## config.mk

```make
export PLATFORM = sky130hd
export DESIGN_NAME = modbus_conn_params
export DESIGN_NICKNAME = d
export VERILOG_FILES = /design/src/include/modbus_params_pkg.sv /design/src/rtl/nv_param_mem.sv /design/src/rtl/modbus_conn_params.sv
export SDC_FILE = /design/constraint.sdc
export NUM_CORES = 1
export LEC_CHECK = 0
export BUFFER_PORTS_ARGS = -buffer_cell sky130_fd_sc_hd__buf_2
export CAP_MARGIN = 20
export CORE_MARGIN = 3
export CORE_UTILIZATION = 60
export CTS_CLUSTER_SIZE = 25
export DETAILED_ROUTE_END_ITERATION = 12
export GPL_ROUTABILITY_DRIVEN = 0
export PLACE_DENSITY = 0.8
export SYNTH_ARGS = -nofsm -noshare
export SYNTH_HDL_FRONTEND = slang
export SYNTH_HIERARCHICAL = 1
export SYNTH_SLANG_ARGS = --single-unit
```

## constraint.sdc

```tcl
create_clock -name clk_sys -period 3.5 [get_ports clk_sys]
set_input_delay 0.35 -clock clk_sys [delete_from_list [all_inputs] [get_ports clk_sys]]
set_output_delay 0.35 -clock clk_sys [all_outputs]
set_load 0.05 [all_outputs]
```

## src/include/modbus_params_pkg.sv

```systemverilog
// shared constants and carrier types for the modbus connection parameter block
package modbus_params_pkg;

  // ----------------------------------------------------------------------
  // register addresses
  // ----------------------------------------------------------------------
  localparam logic [15:0] ADDR_WD_ACTUAL = 16'h1020;
  localparam logic [15:0] ADDR_WD_PRESET = 16'h1120;
  localparam logic [15:0] ADDR_CONN_MODE = 16'h1130;
  localparam logic [15:0] ADDR_CONN_TIMEOUT = 16'h1131;
  localparam logic [15:0] ADDR_RESTORE_KEY_FIRST = 16'h113C;
  localparam logic [15:0] ADDR_RESTORE_KEY_SECOND = 16'h113D;
  localparam logic [15:0] ADDR_SAVE_KEY_FIRST = 16'h113E;
  localparam logic [15:0] ADDR_SAVE_KEY_SECOND = 16'h113F;

  // ----------------------------------------------------------------------
  // fields and reset values
  // ----------------------------------------------------------------------
  localparam int MODE_SINGLE_BIT = 0;
  localparam int MODE_IMMEDIATE_BIT = 1;
  localparam int MODE_W = 2;
  localparam logic [15:0] WD_PRESET_RESET = 16'h0000;
  localparam logic [MODE_W-1:0] CONN_MODE_RESET = 2'h0;
  localparam logic [15:0] CONN_TIMEOUT_RESET = 16'h0000;

  // ----------------------------------------------------------------------
  // key sequences, index 0 restore, index 1 save
  // ----------------------------------------------------------------------
  localparam int N_SEQ = 2;
  localparam int SEQ_RESTORE = 0;
  localparam int SEQ_SAVE = 1;
  localparam logic [N_SEQ-1:0][15:0] SEQ_ADDR_FIRST =
    {ADDR_SAVE_KEY_FIRST, ADDR_RESTORE_KEY_FIRST};
  localparam logic [N_SEQ-1:0][15:0] SEQ_ADDR_SECOND =
    {ADDR_SAVE_KEY_SECOND, ADDR_RESTORE_KEY_SECOND};
  localparam logic [N_SEQ-1:0][15:0] SEQ_KEY_FIRST = {16'h7361, 16'h6C6F};
  localparam logic [N_SEQ-1:0][15:0] SEQ_KEY_SECOND = {16'h7665, 16'h6164};

  // ----------------------------------------------------------------------
  // exception codes
  // ----------------------------------------------------------------------
  localparam logic [7:0] EXC_WRITE_REFUSED = 8'h01;
  localparam logic [7:0] EXC_BAD_ADDRESS = 8'h02;

  // ----------------------------------------------------------------------
  // timing
  // ----------------------------------------------------------------------
  localparam int CLK_PERIOD_NS = 50;
  localparam int MS_NS = 1000000;
  localparam int MS_CYCLES = MS_NS / CLK_PERIOD_NS;
  localparam int SEC_MS = 1000;
  localparam int KEY_WINDOW_S = 30;
  localparam logic [15:0] KEY_WINDOW_MS = 16'(KEY_WINDOW_S * SEC_MS);
  localparam int LED_FLASH_HALF_MS = 250;

  // ----------------------------------------------------------------------
  // connections, outputs and saved image
  // ----------------------------------------------------------------------
  localparam int N_CONN = 4;
  localparam int CONN_W = 2;
  localparam int OUT_W = 16;
  localparam int NV_DEPTH = 4;
  localparam int NV_AW = 2;
  localparam logic [NV_AW-1:0] NV_SLOT_WD = 2'h0;
  localparam logic [NV_AW-1:0] NV_SLOT_MODE = 2'h1;
  localparam logic [NV_AW-1:0] NV_SLOT_TIMEOUT = 2'h2;

  // ----------------------------------------------------------------------
  // carriers
  // ----------------------------------------------------------------------
  typedef struct packed {
    logic [CONN_W-1:0] conn;
    logic write;
    logic [15:0] addr;
    logic [15:0] wdata;
  } req_t;

  typedef struct packed {
    logic exc;
    logic [7:0] code;
    logic [15:0] rdata;
  } rsp_t;

  typedef enum logic {SAVE_IDLE, SAVE_RUN} save_state_t;

endpackage

```

## src/rtl/nv_param_mem.sv

```systemverilog
// small memory holding the saved parameter image, registered read port
`timescale 1ns/1ps
`default_nettype none
module nv_param_mem (
  // clock
  input wire logic clk_sys,
  input wire logic nrst,
  input wire logic ce,
  // write port
  input wire logic we,
  input wire logic [modbus_params_pkg::NV_AW-1:0] waddr,
  input wire logic [15:0] wdata,
  // read port
  input wire logic [modbus_params_pkg::NV_AW-1:0] raddr,
  output logic [15:0] rdata
);
  logic [15:0] mem [modbus_params_pkg::NV_DEPTH];

  // contents carry no reset: they model storage that outlives the logic
  always_ff @(posedge clk_sys) begin
    if (ce && we) begin
      mem[waddr] <= wdata;
    end
  end

  always_ff @(posedge clk_sys or negedge nrst) begin
    if (!nrst) begin
      rdata <= 16'h0000;
    end else if (ce) begin
      rdata <= mem[raddr];
    end
  end
endmodule
`default_nettype wire

```

## src/rtl/modbus_conn_params.sv

```systemverilog
// connection arbitration, timeouts, key sequences and output watchdog
`timescale 1ns/1ps
`default_nettype none
module modbus_conn_params #(
  parameter int MS_CYCLES = modbus_params_pkg::MS_CYCLES
) (
  // clock and reset
  input wire logic clk_sys,
  input wire logic nrst,
  input wire logic ce,
  // register request, one beat per register word
  input wire logic req_valid,
  input wire modbus_params_pkg::req_t req,
  // answer, one cycle after each beat
  output logic rsp_valid,
  output modbus_params_pkg::rsp_t rsp,
  // connection events from the tcp side
  input wire logic conn_open,
  input wire logic conn_close,
  input wire logic [modbus_params_pkg::CONN_W-1:0] conn_event_id,
  // connection state towards the tcp side
  output logic [modbus_params_pkg::N_CONN-1:0] conn_drop,
  output logic [modbus_params_pkg::N_CONN-1:0] write_grant,
  // module outputs
  input wire logic [modbus_params_pkg::OUT_W-1:0] out_image,
  output logic [modbus_params_pkg::OUT_W-1:0] module_out,
  output logic link_indicator_led,
  // saved image inspection
  input wire logic [modbus_params_pkg::NV_AW-1:0] nv_raddr,
  output logic [15:0] nv_rdata
);
  localparam int N = modbus_params_pkg::N_CONN;

  // ----------------------------------------------------------------------
  // time base
  // ----------------------------------------------------------------------
  logic [15:0] ms_cnt, next_ms_cnt;
  logic [9:0] sec_ms_cnt, next_sec_ms_cnt;
  logic ms_tick, sec_tick;

  assign ms_tick = (ms_cnt == 16'(MS_CYCLES - 1));
  assign sec_tick = ms_tick &&
    (sec_ms_cnt == 10'(modbus_params_pkg::SEC_MS - 1));

  always_comb begin
    next_ms_cnt = ms_tick ? 16'h0000 : ms_cnt + 16'h0001;
    next_sec_ms_cnt = sec_ms_cnt;
    if (sec_tick) begin
      next_sec_ms_cnt = 10'h000;
    end else if (ms_tick) begin
      next_sec_ms_cnt = sec_ms_cnt + 10'h001;
    end
  end

  always_ff @(posedge clk_sys or negedge nrst) begin
    if (!nrst) begin
      ms_cnt <= 16'h0000;
      sec_ms_cnt <= 10'h000;
    end else if (ce) begin
      ms_cnt <= next_ms_cnt;
      sec_ms_cnt <= next_sec_ms_cnt;
    end
  end

  // ----------------------------------------------------------------------
  // parameter registers
  // ----------------------------------------------------------------------
  logic [15:0] wd_preset, next_wd_preset;
  logic [modbus_params_pkg::MODE_W-1:0] conn_mode, next_conn_mode;
  logic [15:0] conn_timeout, next_conn_timeout;
  logic single_mode, immediate_mode;
  logic [modbus_params_pkg::N_SEQ-1:0] seq_fire;
  logic wr_do;

  assign single_mode = conn_mode[modbus_params_pkg::MODE_SINGLE_BIT];
  assign immediate_mode = conn_mode[modbus_params_pkg::MODE_IMMEDIATE_BIT];

  always_comb begin
    next_wd_preset = wd_preset;
    next_conn_mode = conn_mode;
    next_conn_timeout = conn_timeout;
    if (seq_fire[modbus_params_pkg::SEQ_RESTORE]) begin
      // working copy only, the saved image is untouched
      next_wd_preset = modbus_params_pkg::WD_PRESET_RESET;
      next_conn_mode = modbus_params_pkg::CONN_MODE_RESET;
      next_conn_timeout = modbus_params_pkg::CONN_TIMEOUT_RESET;
    end else if (wr_do) begin
      case (req.addr)
        modbus_params_pkg::ADDR_WD_PRESET: next_wd_preset = req.wdata;
        modbus_params_pkg::ADDR_CONN_MODE:
          next_conn_mode = req.wdata[modbus_params_pkg::MODE_W-1:0];
        modbus_params_pkg::ADDR_CONN_TIMEOUT: next_conn_timeout = req.wdata;
        default: next_wd_preset = wd_preset;
      endcase
    end
  end

  always_ff @(posedge clk_sys or negedge nrst) begin
    if (!nrst) begin
      wd_preset <= modbus_params_pkg::WD_PRESET_RESET;
      conn_mode <= modbus_params_pkg::CONN_MODE_RESET;
      conn_timeout <= modbus_params_pkg::CONN_TIMEOUT_RESET;
    end else if (ce) begin
      wd_preset <= next_wd_preset;
      conn_mode <= next_conn_mode;
      conn_timeout <= next_conn_timeout;
    end
  end

  // ----------------------------------------------------------------------
  // write authorization and connection supervision
  // ----------------------------------------------------------------------
  logic [N-1:0] conn_active, auth, timeout_hit, wr_grant_vec;
  logic owner_taken, grant_at_open, wr_beat, wr_ok, mapped, wr_refused;

  assign owner_taken = |auth;
  // immediate mode hands out the grant while the connection comes up
  assign grant_at_open = conn_open && immediate_mode &&
    (!single_mode || !owner_taken);
  assign wr_beat = req_valid && req.write;
  // a second holder is only possible when single-writer is clear
  assign wr_ok = auth[req.conn] || !single_mode ||
    (!immediate_mode && !owner_taken && !grant_at_open);
  assign wr_refused = wr_beat && !wr_ok;
  assign wr_do = wr_beat && wr_ok && mapped &&
    (req.addr != modbus_params_pkg::ADDR_WD_ACTUAL);
  assign write_grant = auth;

  for (genvar i = 0; i < N; i++) begin : g_conn
    logic [15:0] idle_s, next_idle_s;
    logic next_active, next_auth, opened, closed, touched;

    assign opened = conn_open && (conn_event_id == CONN_W_ID(i));
    assign closed = conn_close && (conn_event_id == CONN_W_ID(i));
    assign touched = req_valid && (req.conn == CONN_W_ID(i));
    assign wr_grant_vec[i] = wr_beat && touched && !auth[i] && wr_ok;
    // zero timeout means the connection is never dropped
    assign timeout_hit[i] = conn_active[i] && (conn_timeout != 16'h0000) &&
      (idle_s >= conn_timeout);

    always_comb begin
      next_active = conn_active[i];
      next_auth = auth[i];
      next_idle_s = idle_s;
      if (opened) begin
        next_active = 1'b1;
        next_auth = grant_at_open;
      end else if (closed || timeout_hit[i]) begin
        next_active = 1'b0;
        next_auth = 1'b0;
      end else if (wr_grant_vec[i]) begin
        next_auth = 1'b1;
      end
      if (opened || touched) begin
        next_idle_s = 16'h0000;
      end else if (sec_tick && conn_active[i] && idle_s != 16'hFFFF) begin
        next_idle_s = idle_s + 16'h0001;
      end
    end

    always_ff @(posedge clk_sys or negedge nrst) begin
      if (!nrst) begin
        conn_active[i] <= 1'b0;
        auth[i] <= 1'b0;
        idle_s <= 16'h0000;
        conn_drop[i] <= 1'b0;
      end else if (ce) begin
        conn_active[i] <= next_active;
        auth[i] <= next_auth;
        idle_s <= next_idle_s;
        conn_drop[i] <= timeout_hit[i] && !closed;
      end
    end
  end

  function automatic logic [modbus_params_pkg::CONN_W-1:0] CONN_W_ID(
    input int idx
  );
    return idx[modbus_params_pkg::CONN_W-1:0];
  endfunction

  // ----------------------------------------------------------------------
  // restore and save key sequences
  // ----------------------------------------------------------------------
  for (genvar s = 0; s < modbus_params_pkg::N_SEQ; s++) begin : g_seq
    logic armed, next_armed;
    logic [15:0] win_ms, next_win_ms;
    logic hit_first, hit_second, in_window;

    assign hit_first = wr_do &&
      (req.addr == modbus_params_pkg::SEQ_ADDR_FIRST[s]);
    assign hit_second = wr_do &&
      (req.addr == modbus_params_pkg::SEQ_ADDR_SECOND[s]);
    assign in_window = win_ms < modbus_params_pkg::KEY_WINDOW_MS;
    // back-to-back beats of one multi-register write arm then fire
    assign seq_fire[s] = hit_second && armed && in_window &&
      (req.wdata == modbus_params_pkg::SEQ_KEY_SECOND[s]);

    always_comb begin
      next_armed = armed;
      next_win_ms = win_ms;
      if (hit_first) begin
        next_armed = (req.wdata == modbus_params_pkg::SEQ_KEY_FIRST[s]);
        next_win_ms = 16'h0000;
      end else if (hit_second || (armed && !in_window)) begin
        // fired, wrong, or late: the sequence starts over
        next_armed = 1'b0;
      end else if (armed && ms_tick) begin
        next_win_ms = win_ms + 16'h0001;
      end
    end

    always_ff @(posedge clk_sys or negedge nrst) begin
      if (!nrst) begin
        armed <= 1'b0;
        win_ms <= 16'h0000;
      end else if (ce) begin
        armed <= next_armed;
        win_ms <= next_win_ms;
      end
    end
  end

  // ----------------------------------------------------------------------
  // save engine copies the three working words into the saved image
  // ----------------------------------------------------------------------
  modbus_params_pkg::save_state_t save_state, next_save_state;
  logic [modbus_params_pkg::NV_AW-1:0] save_slot, next_save_slot;
  logic nv_we;
  logic [15:0] nv_wdata;

  always_comb begin
    next_save_state = save_state;
    next_save_slot = save_slot;
    nv_we = 1'b0;
    nv_wdata = wd_preset;
    case (save_state)
      modbus_params_pkg::SAVE_IDLE: begin
        if (seq_fire[modbus_params_pkg::SEQ_SAVE]) begin
          next_save_state = modbus_params_pkg::SAVE_RUN;
          next_save_slot = modbus_params_pkg::NV_SLOT_WD;
        end
      end
      modbus_params_pkg::SAVE_RUN: begin
        nv_we = 1'b1;
        case (save_slot)
          modbus_params_pkg::NV_SLOT_MODE: nv_wdata = 16'(conn_mode);
          modbus_params_pkg::NV_SLOT_TIMEOUT: nv_wdata = conn_timeout;
          default: nv_wdata = wd_preset;
        endcase
        if (save_slot == modbus_params_pkg::NV_SLOT_TIMEOUT) begin
          next_save_state = modbus_params_pkg::SAVE_IDLE;
        end else begin
          next_save_slot = save_slot + 2'h1;
        end
      end
      default: next_save_state = modbus_params_pkg::SAVE_IDLE;
    endcase
  end

  always_ff @(posedge clk_sys or negedge nrst) begin
    if (!nrst) begin
      save_state <= modbus_params_pkg::SAVE_IDLE;
      save_slot <= modbus_params_pkg::NV_SLOT_WD;
    end else if (ce) begin
      save_state <= next_save_state;
      save_slot <= next_save_slot;
    end
  end

  nv_param_mem u_nv (
    .clk_sys(clk_sys),
    .nrst(nrst),
    .ce(ce),
    .we(nv_we),
    .waddr(save_slot),
    .wdata(nv_wdata),
    .raddr(nv_raddr),
    .rdata(nv_rdata)
  );

  // ----------------------------------------------------------------------
  // output watchdog and indicator
  // ----------------------------------------------------------------------
  logic [15:0] wd_actual, next_wd_actual;
  logic [modbus_params_pkg::OUT_W-1:0] next_module_out;
  logic [8:0] flash_ms, next_flash_ms;
  logic flash_phase, next_flash_phase, led_timeout, next_led_timeout;
  logic next_led, flash_wrap;

  assign flash_wrap = ms_tick &&
    (flash_ms == 9'(modbus_params_pkg::LED_FLASH_HALF_MS - 1));

  always_comb begin
    next_wd_actual = wd_actual;
    if (req_valid) begin
      next_wd_actual = 16'h0000;
    end else if (ms_tick && wd_actual != 16'hFFFF) begin
      next_wd_actual = wd_actual + 16'h0001;
    end
    // only clearing exists, never a substitute pattern
    if (wd_preset != 16'h0000 && wd_actual >= wd_preset) begin
      next_module_out = '0;
    end else begin
      next_module_out = out_image;
    end
    next_flash_ms = flash_wrap ? 9'h000 :
      (ms_tick ? flash_ms + 9'h001 : flash_ms);
    next_flash_phase = flash_wrap ? !flash_phase : flash_phase;
    // a timeout in the same cycle as a new connection keeps the flag
    next_led_timeout = (|timeout_hit) || (led_timeout && !conn_open);
    next_led = next_led_timeout ? next_flash_phase
      : (|conn_active);
  end

  always_ff @(posedge clk_sys or negedge nrst) begin
    if (!nrst) begin
      wd_actual <= 16'h0000;
      module_out <= '0;
      flash_ms <= 9'h000;
      flash_phase <= 1'b0;
      led_timeout <= 1'b0;
      link_indicator_led <= 1'b0;
    end else if (ce) begin
      wd_actual <= next_wd_actual;
      module_out <= next_module_out;
      flash_ms <= next_flash_ms;
      flash_phase <= next_flash_phase;
      led_timeout <= next_led_timeout;
      link_indicator_led <= next_led;
    end
  end

  // ----------------------------------------------------------------------
  // answers
  // ----------------------------------------------------------------------
  modbus_params_pkg::rsp_t next_rsp;

  always_comb begin
    mapped = 1'b1;
    next_rsp = '0;
    case (req.addr)
      modbus_params_pkg::ADDR_WD_ACTUAL: begin
        next_rsp.rdata = wd_actual;
        mapped = !req.write;
      end
      modbus_params_pkg::ADDR_WD_PRESET: next_rsp.rdata = wd_preset;
      modbus_params_pkg::ADDR_CONN_MODE: next_rsp.rdata = 16'(conn_mode);
      modbus_params_pkg::ADDR_CONN_TIMEOUT: next_rsp.rdata = conn_timeout;
      modbus_params_pkg::ADDR_RESTORE_KEY_FIRST,
      modbus_params_pkg::ADDR_RESTORE_KEY_SECOND,
      modbus_params_pkg::ADDR_SAVE_KEY_FIRST,
      modbus_params_pkg::ADDR_SAVE_KEY_SECOND: next_rsp.rdata = 16'h0000;
      default: mapped = 1'b0;
    endcase
    if (wr_refused) begin
      next_rsp.exc = 1'b1;
      next_rsp.code = modbus_params_pkg::EXC_WRITE_REFUSED;
      next_rsp.rdata = 16'h0000;
    end else if (!mapped) begin
      next_rsp.exc = 1'b1;
      next_rsp.code = modbus_params_pkg::EXC_BAD_ADDRESS;
      next_rsp.rdata = 16'h0000;
    end
  end

  always_ff @(posedge clk_sys or negedge nrst) begin
    if (!nrst) begin
      rsp_valid <= 1'b0;
      rsp <= '0;
    end else if (ce) begin
      rsp_valid <= req_valid;
      rsp <= req_valid ? next_rsp : rsp;
    end
  end
endmodule
`default_nettype wire

```

==> impl_metrics.py <==
metrics = {
    "global_route": {
        "gr-total-overflow": 0,
        "grt_pass1_vias": 13720,
        "grt_max_degree": 92,
        "grt_usage_pct": 28.75,
        "grt_pass1_wl_um": 71000,
        "grt_antenna_before_repair": 2,
    },
    "timing": {
        "worst_pin_slew_ps": 1022,
        "period_share_pct": 86.17,
        "setup_viol": 0,
        "slew_violations": 0,
        "final.setup.tns_ps": 0,
        "final_hold_viol_count": 0,
        "holdWs_ps": 72.37,
        "relSlewSlack_pct": 31.86,
        "worst_slack_ps": 484.1,
        "rsz0062_at_grt": "no",
        "layout_min_cycle_time_ps": 3016,
        "fmax_mhz": 331.6,
        "skew_ps": 14.60,
    },
    "place": {
        "io_buffers": 121,
        "post-place-ws_ps": 436.0,
        "dp_cells": 2125,
        "postPlaceCellArea_mm2": 0.01800,
        "hpwlAfterDp_um": 30100,
    },
    "routing": {
        "top_layer_used": "met5",
        "wl_met3_um": 3590,
        "vias": 13610,
        "first_pass_iters": 8,
        "drc": 0,
        "wirelength_um": 43550,
        "wl_met2_um": 21070,
        "avgRoutedWirePerCell_um": 19.90,
        "via_per_inst": 6.222,
        "drt_iter0_markers": 1393,
        "ant_nets": 0,
        "wl_met1_um": 17420,
    },
    "logic_synthesis": {
        "yosys.cell_types.count": 75,
        "synth_edf_count": 64,
        "ys_warn_count": 6,
        "postSynthAreaPerCell_um2": 10.22,
        "synth_commonest_cells": "dfrtp_1 (253), nand2_1 (153), nor2_1 (143)",
        "syn_inst": 1664,
        "syn_area_mm2": 0.01700,
        "ys_ff_latch": 317,
        "synth_flop_cell": "dfrtp_1",
        "synth_area_leaders": "dfrtp_1 (37%), edfxtp_1 (11%), ha_1 (6.8%), mux2i_1 (3.5%), nand2_1 (3.4%)",
        "yosysMostFrequentCell": "dfrtp_1",
        "ys_async_sr_fraction_pct": 79.81,
        "synthDominantAreaCellType": "dfrtp_1",
        "synth_seq_area_share_pct": 48.54,
        "netlist.area_leader.share_pct": 37.24,
    },
    "floorplan": {
        "die-height_um": 174.3,
        "start_util_pct": 62.05,
        "num_io_pins": 128,
        "die-area_mm2": 0.03039,
        "fp.dieW_um": 174.3,
        "core_mm2": 0.02740,
        "fp-row-count": 60,
    },
    "min_path": {
        "holdPathEnd": "module_out[11]",
        "min_path_type": "in2reg",
        "min_from": "out_image[11]",
        "hold_depth": 3,
    },
    "worst_setup_path": {
        "crit_fanout": 16,
        "critPathLaunchType": "register",
        "endpoint_kind": "register",
        "reg2reg_slack_ps": 480,
        "cp.required_ps": 3900,
        "r2r-end": "wd_preset[11]",
        "cp.arrival_ps": 3420,
        "path_class": "reg2reg",
        "reg2reg_depth": 7,
        "worstReg2RegStart": "write_grant[1]",
    },
    "flow_run": {
        "maxCapViolations": 0,
    },
    "clock_tree": {
        "post_cts_resized": 0,
        "numCtsBuffers": 34,
        "postCtsSetupBuffers": 0,
        "insertion_delay_ps": 520,
        "clk_pin_slew_worst_paths_ps": 60,
        "ctsHoldBuffers": 1,
        "max-clock-path-buffers": 3,
        "cts_sinks": 317,
        "clockRootBuffer": "clkbuf_16",
        "tritoncts": "built",
        "htree_levels": 2,
    },
    "final_layout": {
        "antenna_cells": 0,
        "nets": 1944,
        "stdcell_count": 2188,
        "drive_above_1_share_pct": 14.26,
        "areaGrowthSynthToFinish_pct": 12.77,
        "design_area_mm2": 0.01917,
    },
    "run_status": {
        "outcome": "finished, final reports clean",
    },
    "power_and_ir_drop": {
        "p_leak_nw": 8.619,
        "vdd_drop_max_mv": 0.4346,
        "p_per_area_mw_per_mm2": 434.3,
    },
}
## critical path, stage by stage, from the launching register on
cell     delay, ps
dfrtp_1        420
or4_1          560
o22ai_2        240
nor2_1         140
or4b_4         600
nor3_4         240
o21ai_2        310
mux2_4         390
## power breakdown
| part | switching (W) | internal, W | leakage, nW | total, W |
|---|---|---|---|---|
| Clock | 0.00150 | 0.00223 | 0.576 | 0.00373 |
| Combinational | 0.000481 | 0.000187 | 3.90 | 0.000668 |
| Sequential | 0.0000862 | 0.00384 | 4.14 | 0.00393 |
## kinds of logic after synthesis
logic type / count (synthesis) / synth area share [%]
adders and majority gates: 93 / 6.844
other: 1 / 0.02206
xor gates and xnor gates: 88 / 4.533
muxes: 91 / 5.769
and+or+nand+nor: 606 / 17.89
buffers and inverters: 140 / 3.819
AOI/OAI and AO/OA: 328 / 12.58
DFF: 317 / 48.54
## sequential cells by signal, summed over array words and instances (netlist names), 2 cells and up
register and count:
conn_active 4, conn_drop 4, conn_mode 2, conn_timeout 16, flash_ms 9, g_conn.idle_s 64
g_seq.armed 2, g_seq.win_ms 32, module_out 16, ms_cnt 16, rsp 19, save_slot 2
sec_ms_cnt 10, u_nv/mem 64, u_nv/rdata 16, wd_actual 16, wd_preset 16, write_grant 4
## worst max path at each step
stage | cells after the start | start | slack (ps) | to
2_1_floorplan | 8 | write_grant[0] | 530 | conn_timeout[10]
3_3_place_gp | 7 | write_grant[0] | 610 | wd_preset[12]
3_5_place_dp | 7 | req[25] | 440 | wd_preset[15]
4_1_cts | 7 | write_grant[0] | 510 | wd_preset[11]
5_1_grt | 7 | write_grant[0] | 390 | wd_preset[11]
6_report | 7 | write_grant[1] | 480 | wd_preset[11]
## cell usage in the layout (no fill, tap or decap), types with 35 or more instances in the layout
cell,n
dfrtp_1,253
nand2_1,153
nor2_1,143
buf_2,120
o21ai_0,99
ha_1,93
a21oi_1,75
inv_1,72
edfxtp_1,64
mux2i_1,59
nand3_1,52
xnor2_1,50
nand4_1,44
xor2_1,38
or3_1,37
nor3_1,36
clkbuf_16,35
## metrics by stage
| step | power (W) | util [%] |
|---|---|---|
| 3_3_place_gp | 0.004642 | 65.69 |
| 5_1_grt | 0.008604 | 69.97 |
| 4_1_cts | 0.008375 | 69.97 |
| 3_5_place_dp | 0.004661 | 65.69 |
| 2_1_floorplan | 0.004414 | - |
| 6_report | 0.008327 | 69.97 |
## area by class of cell
cell class	instances	area [um^2]
Clock buffer	44	949.7
Sequential cell	317	8253
Timing Repair Buffer	152	888.4
Inverter	73	274.0
Clock inverter	18	214.0
Tap cell	372	465.4
Multi-Input combinational cell	1212	8129
Fill cell	1989	8228
## layer usage
| metal | vias to the layer above | GRT usage [%] |
|---|---|---|
| li1 | 6291 | - |
| met3 | 132 | 6.269 |
| met2 | 571 | 48.94 |
| met1 | 6615 | 36.55 |
| met4 | 4 | 9.786 |
| met5 | - | 0 |
No activity file was read; power rests on OpenSTA's default activity.
